<file path="src/verilog/tcct_consts.vh">
`ifndef TCCT_CONSTS_VH
`define TCCT_CONSTS_VH
// Register indices (byte wide registers, one per address)
`define TCCT_ADDR_W          4
`define TCCT_REG_TSC         4'h0
`define TCCT_REG_CNTH        4'h1
`define TCCT_REG_CNTL        4'h2
`define TCCT_REG_MODH        4'h3
`define TCCT_REG_MODL        4'h4
`define TCCT_REG_CH0SC       4'h5
`define TCCT_REG_CH0H        4'h6
`define TCCT_REG_CH0L        4'h7
`define TCCT_REG_CH1SC       4'h8
`define TCCT_REG_CH1H        4'h9
`define TCCT_REG_CH1L        4'hA
// Timer status/control fields
`define TCCT_TSC_OVF         7
`define TCCT_TSC_OVIE        6
`define TCCT_TSC_HALT        5
`define TCCT_TSC_CRST        4
`define TCCT_TSC_PS_HI       2
`define TCCT_TSC_PS_LO       0
// Channel status/control fields
`define TCCT_CSC_FLAG        7
`define TCCT_CSC_IE          6
`define TCCT_CSC_MSB         5
`define TCCT_CSC_MSA         4
`define TCCT_CSC_ELB         3
`define TCCT_CSC_ELA         2
`define TCCT_CSC_TOV         1
`define TCCT_CSC_MAX         0
// Reset values
`define TCCT_RST_TSC         8'h20
`define TCCT_RST_MOD         16'hFFFF
`endif

</file>
<file path="src/verilog/tcct_timer.v">
// Summary of operation
// - Each channel pin is capture input or compare output; only channel 0 buffers.
// - Overflow flag sets when counter reaches modulo; reset clears it.
// - Overflow flag clears by read-with-flag-set then write 0; new overflow cancels.
// - Overflow interrupt requested while flag and enable are both set.
// - Halt bit holds counter; reset sets halt.
// - While halted, capture channels ignore edges.
// - Counter reset bit clears counter and prescaler, self-clears, reads zero.
// - Halt plus counter reset in one write leaves counter halted at zero.
// - Prescale codes 0..6 divide bus clock by 1..64; code 7 unavailable.
// - Counter high read latches low byte until low byte is read.
// - At modulo, counter restarts from zero next timer tick; modulo resets to ones.
// - Modulo high write suppresses overflow until modulo low written.
// - Channel flag sets on active capture edge or compare match.
// - Channel flag clears by read-with-flag-set then write 0; new event cancels.
// - Channel interrupt requested while channel flag and enable both set.
// - Buffered bit only on channel 0; it disables channel 1 and frees its pin.
// - Mode A picks capture or compare, or preset level when edge bits are 00.
// - Edge bits 00 disconnect the channel; pin goes to port control.
// - Capture edge code 01 rising, 10 falling, 11 both.
// - Compare code 00 software only, 01 toggle, 10 clear, 11 set.
// - Toggle-at-overflow toggles pin on overflow, beating a coincident compare.
// - Full duty force with toggle-at-overflow gives 100% duty from next period.
// - Channel high read blocks capture, high write blocks compare, until low access.
//
// Our own choices: the register addresses and the address-and-strobe port.
`include "tcct_consts.vh"

module tcct_timer (
  // Clock and reset
  input  wire                    clk_i,
  input  wire                    nrst_i,
  // Register port
  input  wire [`TCCT_ADDR_W-1:0] addr_i,
  input  wire [7:0]              wdata_i,
  input  wire                    wr_i,
  input  wire                    rd_i,
  output reg  [7:0]              rdata_o,
  // Interrupt requests
  output wire                    ovf_irq_o,
  output wire                    ch0_irq_o,
  output wire                    ch1_irq_o,
  // Channel pins
  input  wire                    channel0_pin_i,
  input  wire                    channel1_pin_i,
  output wire                    channel0_pin_o,
  output wire                    channel1_pin_o,
  output wire                    channel0_pin_oe_n_o,
  output wire                    channel1_pin_oe_n_o,
  output wire                    channel0_pin_timer_o,
  output wire                    channel1_pin_timer_o
);

  // Control and status
  reg        ovf_r;
  reg        ovie_r;
  reg        halt_r;
  reg        ovf_armed_r;
  reg  [2:0] psel_r;
  reg  [6:0] presc_r;
  reg [15:0] cnt_r;
  reg [15:0] mod_r;
  reg  [7:0] mod_hi_buf_r;
  reg        mod_lock_r;
  reg  [7:0] cnt_lo_latch_r;
  reg        cnt_latched_r;
  // Channels
  reg  [1:0] flag_r;
  reg  [1:0] flag_armed_r;
  reg  [1:0] ie_r;
  reg  [1:0] msa_r;
  reg  [1:0] elb_r;
  reg  [1:0] ela_r;
  reg  [1:0] tov_r;
  reg  [1:0] max_r;
  reg        msb_r;
  reg [15:0] chv0_r;
  reg [15:0] chv1_r;
  reg  [7:0] ch_hi_buf_r [0:1];
  reg  [1:0] ch_lock_r;
  reg  [1:0] pin_lvl_r;
  reg  [1:0] max_eff_r;
  reg        buf_sel_r;
  reg        buf_pend_r;
  // Pin synchronisers
  reg  [1:0] pin_s1_r;
  reg  [1:0] pin_s2_r;
  reg  [1:0] pin_d_r;
  reg  [2:0] pin_age_r;

  wire [1:0] pin_in = {channel1_pin_i, channel0_pin_i};

  // Prescaler tick
  reg tick;
  // Code 7 never ticks, so the counter stays frozen
  always @* begin
    case (psel_r)
      3'h0: tick = 1'b1;
      3'h1: tick = presc_r[0];
      3'h2: tick = &presc_r[1:0];
      3'h3: tick = &presc_r[2:0];
      3'h4: tick = &presc_r[3:0];
      3'h5: tick = &presc_r[4:0];
      3'h6: tick = &presc_r[5:0];
      default: tick = 1'b0;
    endcase
  end

  // A counter reset write wins over a tick in the same cycle
  wire rst_wr   = wr_i && (addr_i == `TCCT_REG_TSC) && wdata_i[`TCCT_TSC_CRST];
  wire step     = !halt_r && tick && !rst_wr;
  wire at_mod   = (cnt_r == mod_r);
  wire ovf_ev   = step && at_mod && !mod_lock_r;

  // Channel mode decode
  wire [1:0] el_on;
  wire [1:0] is_cap;
  wire [1:0] is_cmp;
  wire [1:0] active;
  assign active[0] = 1'b1;
  assign active[1] = !msb_r;
  genvar g;
  generate
    for (g = 0; g < 2; g = g + 1) begin : g_mode
      assign el_on[g]  = elb_r[g] | ela_r[g];
      assign is_cap[g] = active[g] && el_on[g] && !msa_r[g] &&
                         !(g == 0 && msb_r);
      assign is_cmp[g] = active[g] && (msa_r[g] || (g == 0 && msb_r));
    end
  endgenerate

  // Capture edges; halt blocks capture
  // Edges count only once the synchroniser holds real pin samples
  wire       pin_ok = pin_age_r[2];
  wire [1:0] rise = pin_s2_r & ~pin_d_r & {2{pin_ok}};
  wire [1:0] fall = ~pin_s2_r & pin_d_r & {2{pin_ok}};
  wire [1:0] cap_ev;
  wire [1:0] cmp_ev;
  // Buffered mode: the value set written last drives channel 0
  wire [15:0] chv_use0 = (msb_r && buf_sel_r) ? chv1_r : chv0_r;
  assign cap_ev[0] = is_cap[0] && !halt_r && !ch_lock_r[0] &&
                     ((ela_r[0] && rise[0]) || (elb_r[0] && fall[0]));
  assign cap_ev[1] = is_cap[1] && !halt_r && !ch_lock_r[1] &&
                     ((ela_r[1] && rise[1]) || (elb_r[1] && fall[1]));
  // Compare on the tick taken while the counter holds the value
  assign cmp_ev[0] = is_cmp[0] && step && (cnt_r == chv_use0) && !ch_lock_r[0];
  assign cmp_ev[1] = is_cmp[1] && step && (cnt_r == chv1_r) && !ch_lock_r[1];
  wire [1:0] ch_ev = cap_ev | cmp_ev;

  wire [1:0] csc_wr;
  wire [1:0] csc_rd;
  assign csc_wr[0] = wr_i && addr_i == `TCCT_REG_CH0SC;
  assign csc_wr[1] = wr_i && addr_i == `TCCT_REG_CH1SC && !msb_r;
  assign csc_rd[0] = rd_i && addr_i == `TCCT_REG_CH0SC;
  assign csc_rd[1] = rd_i && addr_i == `TCCT_REG_CH1SC && !msb_r;

  // Pin path
  always @(posedge clk_i or negedge nrst_i) begin
    if (!nrst_i) begin
      pin_s1_r <= 2'h0;
      pin_s2_r <= 2'h0;
      pin_d_r  <= 2'h0;
      pin_age_r <= 3'h0;
    end else begin
      pin_s1_r <= pin_in;
      pin_s2_r <= pin_s1_r;
      pin_d_r  <= pin_s2_r;
      pin_age_r <= {pin_age_r[1:0], 1'b1};
    end
  end

  // Timer status, counter, modulo
  always @(posedge clk_i or negedge nrst_i) begin
    if (!nrst_i) begin
      ovf_r          <= 1'b0;
      ovf_armed_r    <= 1'b0;
      ovie_r         <= 1'b0;
      halt_r         <= 1'b1;
      psel_r         <= 3'h0;
      presc_r        <= 7'h00;
      cnt_r          <= 16'h0000;
      mod_r          <= `TCCT_RST_MOD;
      mod_hi_buf_r   <= 8'hFF;
      mod_lock_r     <= 1'b0;
      cnt_lo_latch_r <= 8'h00;
      cnt_latched_r  <= 1'b0;
    end else begin
      // A status read with the flag set arms the clear; an overflow disarms it
      if (rd_i && addr_i == `TCCT_REG_TSC && ovf_r)
        ovf_armed_r <= 1'b1;
      if (ovf_ev) begin
        ovf_r       <= 1'b1;
        ovf_armed_r <= 1'b0;
      end else if (wr_i && addr_i == `TCCT_REG_TSC) begin
        if (!wdata_i[`TCCT_TSC_OVF] && ovf_armed_r)
          ovf_r <= 1'b0;
        ovf_armed_r <= 1'b0;
      end
      if (wr_i && addr_i == `TCCT_REG_TSC) begin
        ovie_r <= wdata_i[`TCCT_TSC_OVIE];
        halt_r <= wdata_i[`TCCT_TSC_HALT];
        psel_r <= wdata_i[`TCCT_TSC_PS_HI:`TCCT_TSC_PS_LO];
      end
      if (rst_wr) begin
        cnt_r   <= 16'h0000;
        presc_r <= 7'h00;
      end else if (!halt_r) begin
        presc_r <= presc_r + 7'h01;
        if (step)
          cnt_r <= at_mod ? 16'h0000 : cnt_r + 16'h0001;
      end
      // The high byte waits in a buffer so the 16-bit modulo changes at once
      if (wr_i && addr_i == `TCCT_REG_MODH) begin
        mod_hi_buf_r <= wdata_i;
        mod_lock_r   <= 1'b1;
      end
      if (wr_i && addr_i == `TCCT_REG_MODL) begin
        mod_r      <= {mod_hi_buf_r, wdata_i};
        mod_lock_r <= 1'b0;
      end
      // Freezing the low byte keeps a two-read counter value coherent
      if (rd_i && addr_i == `TCCT_REG_CNTH && !cnt_latched_r) begin
        cnt_lo_latch_r <= cnt_r[7:0];
        cnt_latched_r  <= 1'b1;
      end else if (rd_i && addr_i == `TCCT_REG_CNTL) begin
        cnt_latched_r <= 1'b0;
      end
    end
  end

  // Channel registers and pin behaviour
  integer i;
  always @(posedge clk_i or negedge nrst_i) begin
    if (!nrst_i) begin
      flag_r       <= 2'h0;
      flag_armed_r <= 2'h0;
      ie_r         <= 2'h0;
      msb_r        <= 1'b0;
      msa_r        <= 2'h0;
      elb_r        <= 2'h0;
      ela_r        <= 2'h0;
      tov_r        <= 2'h0;
      max_r        <= 2'h0;
      max_eff_r    <= 2'h0;
      chv0_r       <= 16'h0000;
      chv1_r       <= 16'h0000;
      ch_hi_buf_r[0] <= 8'h00;
      ch_hi_buf_r[1] <= 8'h00;
      ch_lock_r    <= 2'h0;
      pin_lvl_r    <= 2'h3;
      buf_sel_r    <= 1'b0;
      buf_pend_r   <= 1'b0;
    end else begin
      for (i = 0; i < 2; i = i + 1) begin
        // Same two-step clear as the overflow flag
        if (csc_rd[i] && flag_r[i])
          flag_armed_r[i] <= 1'b1;
        if (ch_ev[i]) begin
          flag_r[i]       <= 1'b1;
          flag_armed_r[i] <= 1'b0;
        end else if (csc_wr[i]) begin
          if (!wdata_i[`TCCT_CSC_FLAG] && flag_armed_r[i])
            flag_r[i] <= 1'b0;
          flag_armed_r[i] <= 1'b0;
        end
        if (csc_wr[i]) begin
          ie_r[i]  <= wdata_i[`TCCT_CSC_IE];
          msa_r[i] <= wdata_i[`TCCT_CSC_MSA];
          elb_r[i] <= wdata_i[`TCCT_CSC_ELB];
          ela_r[i] <= wdata_i[`TCCT_CSC_ELA];
          tov_r[i] <= wdata_i[`TCCT_CSC_TOV];
          max_r[i] <= wdata_i[`TCCT_CSC_MAX];
        end
        // Pin level: preset, overflow toggle, compare action
        if (!el_on[i] || !(is_cap[i] || is_cmp[i])) begin
          if (!(i == 0 && msb_r && el_on[i]))
            pin_lvl_r[i] <= !msa_r[i];
        end
        if (is_cmp[i] && ovf_ev)
          max_eff_r[i] <= max_r[i];
        // Overflow beats a coincident compare only while it toggles the pin
        if (is_cmp[i] && ovf_ev && tov_r[i]) begin
          pin_lvl_r[i] <= (max_r[i] && !ela_r[i]) ? 1'b1 :
                          (max_r[i] && ela_r[i] && elb_r[i]) ? 1'b0 :
                          !pin_lvl_r[i];
        end else if (cmp_ev[i] && !(tov_r[i] && max_eff_r[i])) begin
          case ({elb_r[i], ela_r[i]})
            2'b01: pin_lvl_r[i] <= !pin_lvl_r[i];
            2'b10: pin_lvl_r[i] <= 1'b0;
            2'b11: pin_lvl_r[i] <= 1'b1;
            default: pin_lvl_r[i] <= pin_lvl_r[i];
          endcase
        end
      end
      // Only channel 0 carries the buffered bit
      if (csc_wr[0])
        msb_r <= wdata_i[`TCCT_CSC_MSB];
      // Channel value access with high-byte blocking
      if (rd_i && addr_i == `TCCT_REG_CH0H && is_cap[0]) ch_lock_r[0] <= 1'b1;
      if (rd_i && addr_i == `TCCT_REG_CH0L && is_cap[0]) ch_lock_r[0] <= 1'b0;
      if (rd_i && addr_i == `TCCT_REG_CH1H && is_cap[1]) ch_lock_r[1] <= 1'b1;
      if (rd_i && addr_i == `TCCT_REG_CH1L && is_cap[1]) ch_lock_r[1] <= 1'b0;
      if (wr_i && addr_i == `TCCT_REG_CH0H) begin
        ch_hi_buf_r[0] <= wdata_i;
        if (!is_cap[0]) ch_lock_r[0] <= 1'b1;
      end
      if (wr_i && addr_i == `TCCT_REG_CH1H) begin
        ch_hi_buf_r[1] <= wdata_i;
        if (!is_cap[1]) ch_lock_r[1] <= 1'b1;
      end
      if (wr_i && addr_i == `TCCT_REG_CH0L) begin
        chv0_r       <= {ch_hi_buf_r[0], wdata_i};
        ch_lock_r[0] <= 1'b0;
        buf_pend_r   <= 1'b0;
      end
      if (wr_i && addr_i == `TCCT_REG_CH1L) begin
        chv1_r       <= {ch_hi_buf_r[1], wdata_i};
        ch_lock_r[1] <= 1'b0;
        buf_pend_r   <= 1'b1;
      end
      // Buffered mode: last written channel value takes over at overflow
      if (!msb_r)
        buf_sel_r <= 1'b0;
      else if (ovf_ev)
        buf_sel_r <= buf_pend_r;
      if (cap_ev[0]) chv0_r <= cnt_r;
      if (cap_ev[1]) chv1_r <= cnt_r;
    end
  end

  // Interrupt requests
  assign ovf_irq_o = ovf_r & ovie_r;
  assign ch0_irq_o = flag_r[0] & ie_r[0];
  assign ch1_irq_o = flag_r[1] & ie_r[1] & active[1];

  // Pins: channel drives only in compare mode with edge bits set
  wire [1:0] drive = is_cmp & el_on;
  assign channel0_pin_o       = pin_lvl_r[0];
  assign channel1_pin_o       = pin_lvl_r[1];
  assign channel0_pin_oe_n_o  = !drive[0];
  assign channel1_pin_oe_n_o  = !drive[1];
  assign channel0_pin_timer_o = el_on[0];
  assign channel1_pin_timer_o = el_on[1] & active[1];

  // Read data, one cycle after the strobe
  wire [7:0] tsc_rd = {ovf_r, ovie_r, halt_r, 2'b00, psel_r};
  wire [7:0] ch0_rd = {flag_r[0], ie_r[0], msb_r, msa_r[0], elb_r[0], ela_r[0],
                       tov_r[0], max_r[0]};
  wire [7:0] ch1_rd = {flag_r[1], ie_r[1], 1'b0, msa_r[1], elb_r[1], ela_r[1],
                       tov_r[1], max_r[1]};
  always @(posedge clk_i or negedge nrst_i) begin
    if (!nrst_i) begin
      rdata_o <= 8'h00;
    end else if (rd_i) begin
      if (addr_i == `TCCT_REG_TSC) rdata_o <= tsc_rd;
      else if (addr_i == `TCCT_REG_CNTH) rdata_o <= cnt_r[15:8];
      else if (addr_i == `TCCT_REG_CNTL)
        rdata_o <= cnt_latched_r ? cnt_lo_latch_r : cnt_r[7:0];
      else if (addr_i == `TCCT_REG_MODH) rdata_o <= mod_r[15:8];
      else if (addr_i == `TCCT_REG_MODL) rdata_o <= mod_r[7:0];
      else if (addr_i == `TCCT_REG_CH0SC) rdata_o <= ch0_rd;
      else if (addr_i == `TCCT_REG_CH0H) rdata_o <= chv0_r[15:8];
      else if (addr_i == `TCCT_REG_CH0L) rdata_o <= chv0_r[7:0];
      else if (addr_i == `TCCT_REG_CH1SC) rdata_o <= msb_r ? 8'h00 : ch1_rd;
      else if (addr_i == `TCCT_REG_CH1H) rdata_o <= chv1_r[15:8];
      else if (addr_i == `TCCT_REG_CH1L) rdata_o <= chv1_r[7:0];
      else rdata_o <= 8'h00;
    end else begin
      rdata_o <= 8'h00;
    end
  end

endmodule // tcct_timer
</file>
<file path="config.mk">
export PLATFORM = sky130hd
export DESIGN_NAME = tcct_timer
export DESIGN_NICKNAME = d
export VERILOG_FILES = /design/src/verilog/tcct_timer.v
export VERILOG_INCLUDE_DIRS = /design/src /design/src/verilog
export SDC_FILE = /design/constraint.sdc
export NUM_CORES = 1
export LEC_CHECK = 0
export ABC_AREA = 1
export BUFFER_PORTS_ARGS = -buffer_cell sky130_fd_sc_hd__buf_2
export CAP_MARGIN = 20
export CELL_PAD_IN_SITES_DETAIL_PLACEMENT = 1
export CELL_PAD_IN_SITES_GLOBAL_PLACEMENT = 1
export CORE_AREA = 4 4 118 176
export CTS_CLUSTER_DIAMETER = 100
export CTS_CLUSTER_SIZE = 25
export DETAILED_ROUTE_END_ITERATION = 10
export DIE_AREA = 0 0 122 180
export GPL_TIMING_DRIVEN = 0
export PLACE_DENSITY_LB_ADDON = 0.15
export SYNTH_ARGS = -nofsm -noshare
export SYNTH_HDL_FRONTEND = slang
export SYNTH_SLANG_ARGS = --single-unit
</file>
<file path="constraint.sdc">
create_clock -name clk_i -period 2.3 [get_ports clk_i]
set_input_delay 0.345 -clock clk_i [delete_from_list [all_inputs] [get_ports clk_i]]
set_output_delay 0.345 -clock clk_i [all_outputs]
set_load 0.01 [all_outputs]
</file>
==> impl_metrics.toml <==
[status]
outcome = "finished clean"

[timing]
hold_violations = 0
max_freq_mhz = 444
finalMaxSlewViolations = 0
period_minus_slack_ns = 2.25
timing.hold.ws_ns = 0.230
timing.final.crit_share = 0.980
rsz0062_at_grt = "true"
finClkSkew_ns = 0.00722
slew_headroom = 0.500
finalSetupViolations = 0
layout_setup_ws_ns = 0.0457
worstMarginPinSlew_ns = 0.750

[floorplan]
io_pins = 35
rows = 62
die-area_um2 = 22000
die_w_um = 122
initial_core_util = 0.464
core_area_um2 = 19200
die_y_um = 180

[global_routing]
grt_pass1_wl_um = 54900
antenna_found_initial = 0
grt_overflow = 0
grt_pass1_vias = 9092
grt_max_degree = 80
grt_usage = 0.340

[synth]
yosys.cell_types.count = 48
yosys.area.top_type = "dfrtp_1"
synthCells = 1132
synth_area_per_cell_um2 = 7.85
ys_seq_elements = 153
yosysWarnings = 0
synth_nets = 1156
synth-edff-count = 0
synth_most_common_cell = "nand2_1"
ys_seq_area_frac = 0.435
synth_top_area_frac = 0.355
synthTopCellsByArea = "dfrtp_1 35%, nand2_1 12%, dfstp_2 8.0%"
synth_area_um2 = 8890
synth.top_cells.by_count = "281 x nand2_1, 132 x inv_1, 129 x nand3_1, 126 x dfrtp_1, 112 x o21ai_0"
ys.flop_type = "dfrtp_1"
async_reset_ff_frac = 1.00

[worst_setup_path]
cp.arrival_ns = 2.59
startpoint_type = "flop"
path_cells = "buf_6, buf_4, inv_1, nand3_1, o211ai_1, a21oi_1, o21ai_0, a21oi_2, nand4_1, nand2_1, inv_1"
worstPathRequired_ns = 2.64
slowest_stage = "dfrtp_1"
critPathMaxStageDelay_ns = 0.34
crit_type = "flop to flop"
path_delay_family = "buffers and inverters"
crit_top_cell = "inv_1"
critPathCaptureType = "flop"
crit_buf_inv = 4
worstPathMaxFanout = 10
r2r_setup_slack_ns = 0.05

[routing]
first_pass_iters = 5
routed_via_density = 5.85
highest_layer = "met4"
drt_iter0_drc = 643
wl_per_cell_um = 24.6
wl_met3_um = 2160
wl_um = 36400
wl_met2_um = 18300
vias = 8641
wl_met1_um = 13900
detail-route-antenna-nets = 0
drc = 0

[placement]
numPortBuffers = 34
hpwl_um = 27100
gp_congestion = 0.981
preCtsSetupSlack_ns = -0.431
dpl.cell_count = 1423

[clock_tree]
cts.clk_slew.worst_paths_ns = 0.06
root_buffer = "clkbuf_16"
clockBufferDepth = 2
numCtsBuffers = 17
clock_latency_ns = 0.44
clock_sinks = 153
htreeDepth = 4
cts_tree = "yes"

[power_and_ir_drop]
leakage_nw = 4.75
cellPowerDensity_nw_per_um2 = 1060
ir_drop_mv = 0.669
p_total_mw = 11.0

[layout]
num-nets-final = 1233
diodes = 0
syn_to_final_growth_pct = 16.3
seqCellArea_um2 = 3870
fin_cells = 1478
multi_input_area_um2 = 4290
final_util = 0.540
n_fill_cell = 2414
drive_above_1_share = 0.195

[flow_run]
maxCapViolations = 0

[min_path]
hold_path_class = "input pin to flop"
[layer usage]
| metal | vias up | track usage |
|---|---|---|
| li1 | 3934 | - |
| met1 | 4310 | 0.415 |
| met2 | 312 | 0.570 |
| met3 | 85 | 0.0645 |
| met4 | 0 | 0.168 |
| met5 | - | 0 |
[tightest hold or removal path, stage by stage]
cell and delay [ns]:
buf_2 0.15, nand2_1 0.07, o21ai_0 0.08
[cells by family after synthesis]
group                    after synthesis  share of synthesized area
multiplexers                           1                    0.00127
XOR/XNOR                              24                     0.0236
AND/OR/NAND/NOR                      544                      0.275
buffers and inverters                186                     0.0954
other                                  1                   0.000422
adder cells (fa/ha/maj)                6                    0.00845
flip-flops                           153                      0.435
AO/OA/AOI/OAI                        217                      0.161
[stage by stage]
| stage | area [um^2] | TNS (ns) |
|---|---|---|
| floorplan | 8890 | 0 |
| global placement | 9380 | -199.74 |
| detailed placement | 9410 | -2.66 |
| CTS | 10100 | -0.136 |
| global route | 10300 | -0.138 |
| finish | 10300 | 0 |
[final cells by class]
type	count	share of cell area
repair buffers	58	0.0403
multi-input cells	793	0.415
inverters	140	0.0525
well taps	256	0.0310
clock buffers	18	0.0415
clock inverters	14	0.0143
plain buffers	46	0.0316
flip-flops and latches	153	0.374
[flip-flops by register name (all words and copies together), names as in the netlist, 3 cells and up]
register	cells
cnt_r	16
chv1_r	16
pin_age_r	3
presc_r	6
cnt_lo_latch_r	8
rdata_o	8
ch_hi_buf_r	16
psel_r	3
chv0_r	16
mod_r	16
mod_hi_buf_r	8
[cells in the final DEF (no fill, tap or decap), types with 25 or more instances in the layout]
cell type  synthesis  final
a21oi_1           38     36
buf_2              8     41
dfrtp_1          126    122
dfstp_2           27     27
inv_1            132    127
nand2_1          281    277
nand3_1          129    126
nand4_1           25     25
nor2_1            64     57
o21ai_0          112    110
[final timing paths]
kind                                         from                     endpoint  depth (start not counted)
max in group asynchronous                  nrst_i         mod_r[5]$_DFFE_PN1P_                          3
min in group asynchronous                  nrst_i       presc_r[3]$_DFFE_PN0P_                          2
setup reg to reg                msb_r$_DFFE_PN0P_         rdata_o[3]$_DFF_PN0_                         11
hold / removal                         wdata_i[5]  mod_hi_buf_r[5]$_DFFE_PN1P_                          3
setup / recovery                msb_r$_DFFE_PN0P_         rdata_o[3]$_DFF_PN0_                         11
hold reg to reg            pin_age_r[0]$_DFF_PN0_       pin_age_r[1]$_DFF_PN0_                          0
[repair_timing]
item                                    CTS  global route
pin swaps                                 3             8
endpoints found under the setup margin   35            27
gates resized for setup                  12            34
setup buffers                             9            11
hold buffers                              1             2
endpoints found under the hold margin    69             2
gates cloned                              0             0
[report_power, final]
part,switching [mW],total [mW],internal (mW)
registers,0.737,4.22,3.48
logic,2.49,3.93,1.44
clock network,1.21,2.81,1.60
total,4.44,11.0,6.52
Power figures use the tool's default switching activity.
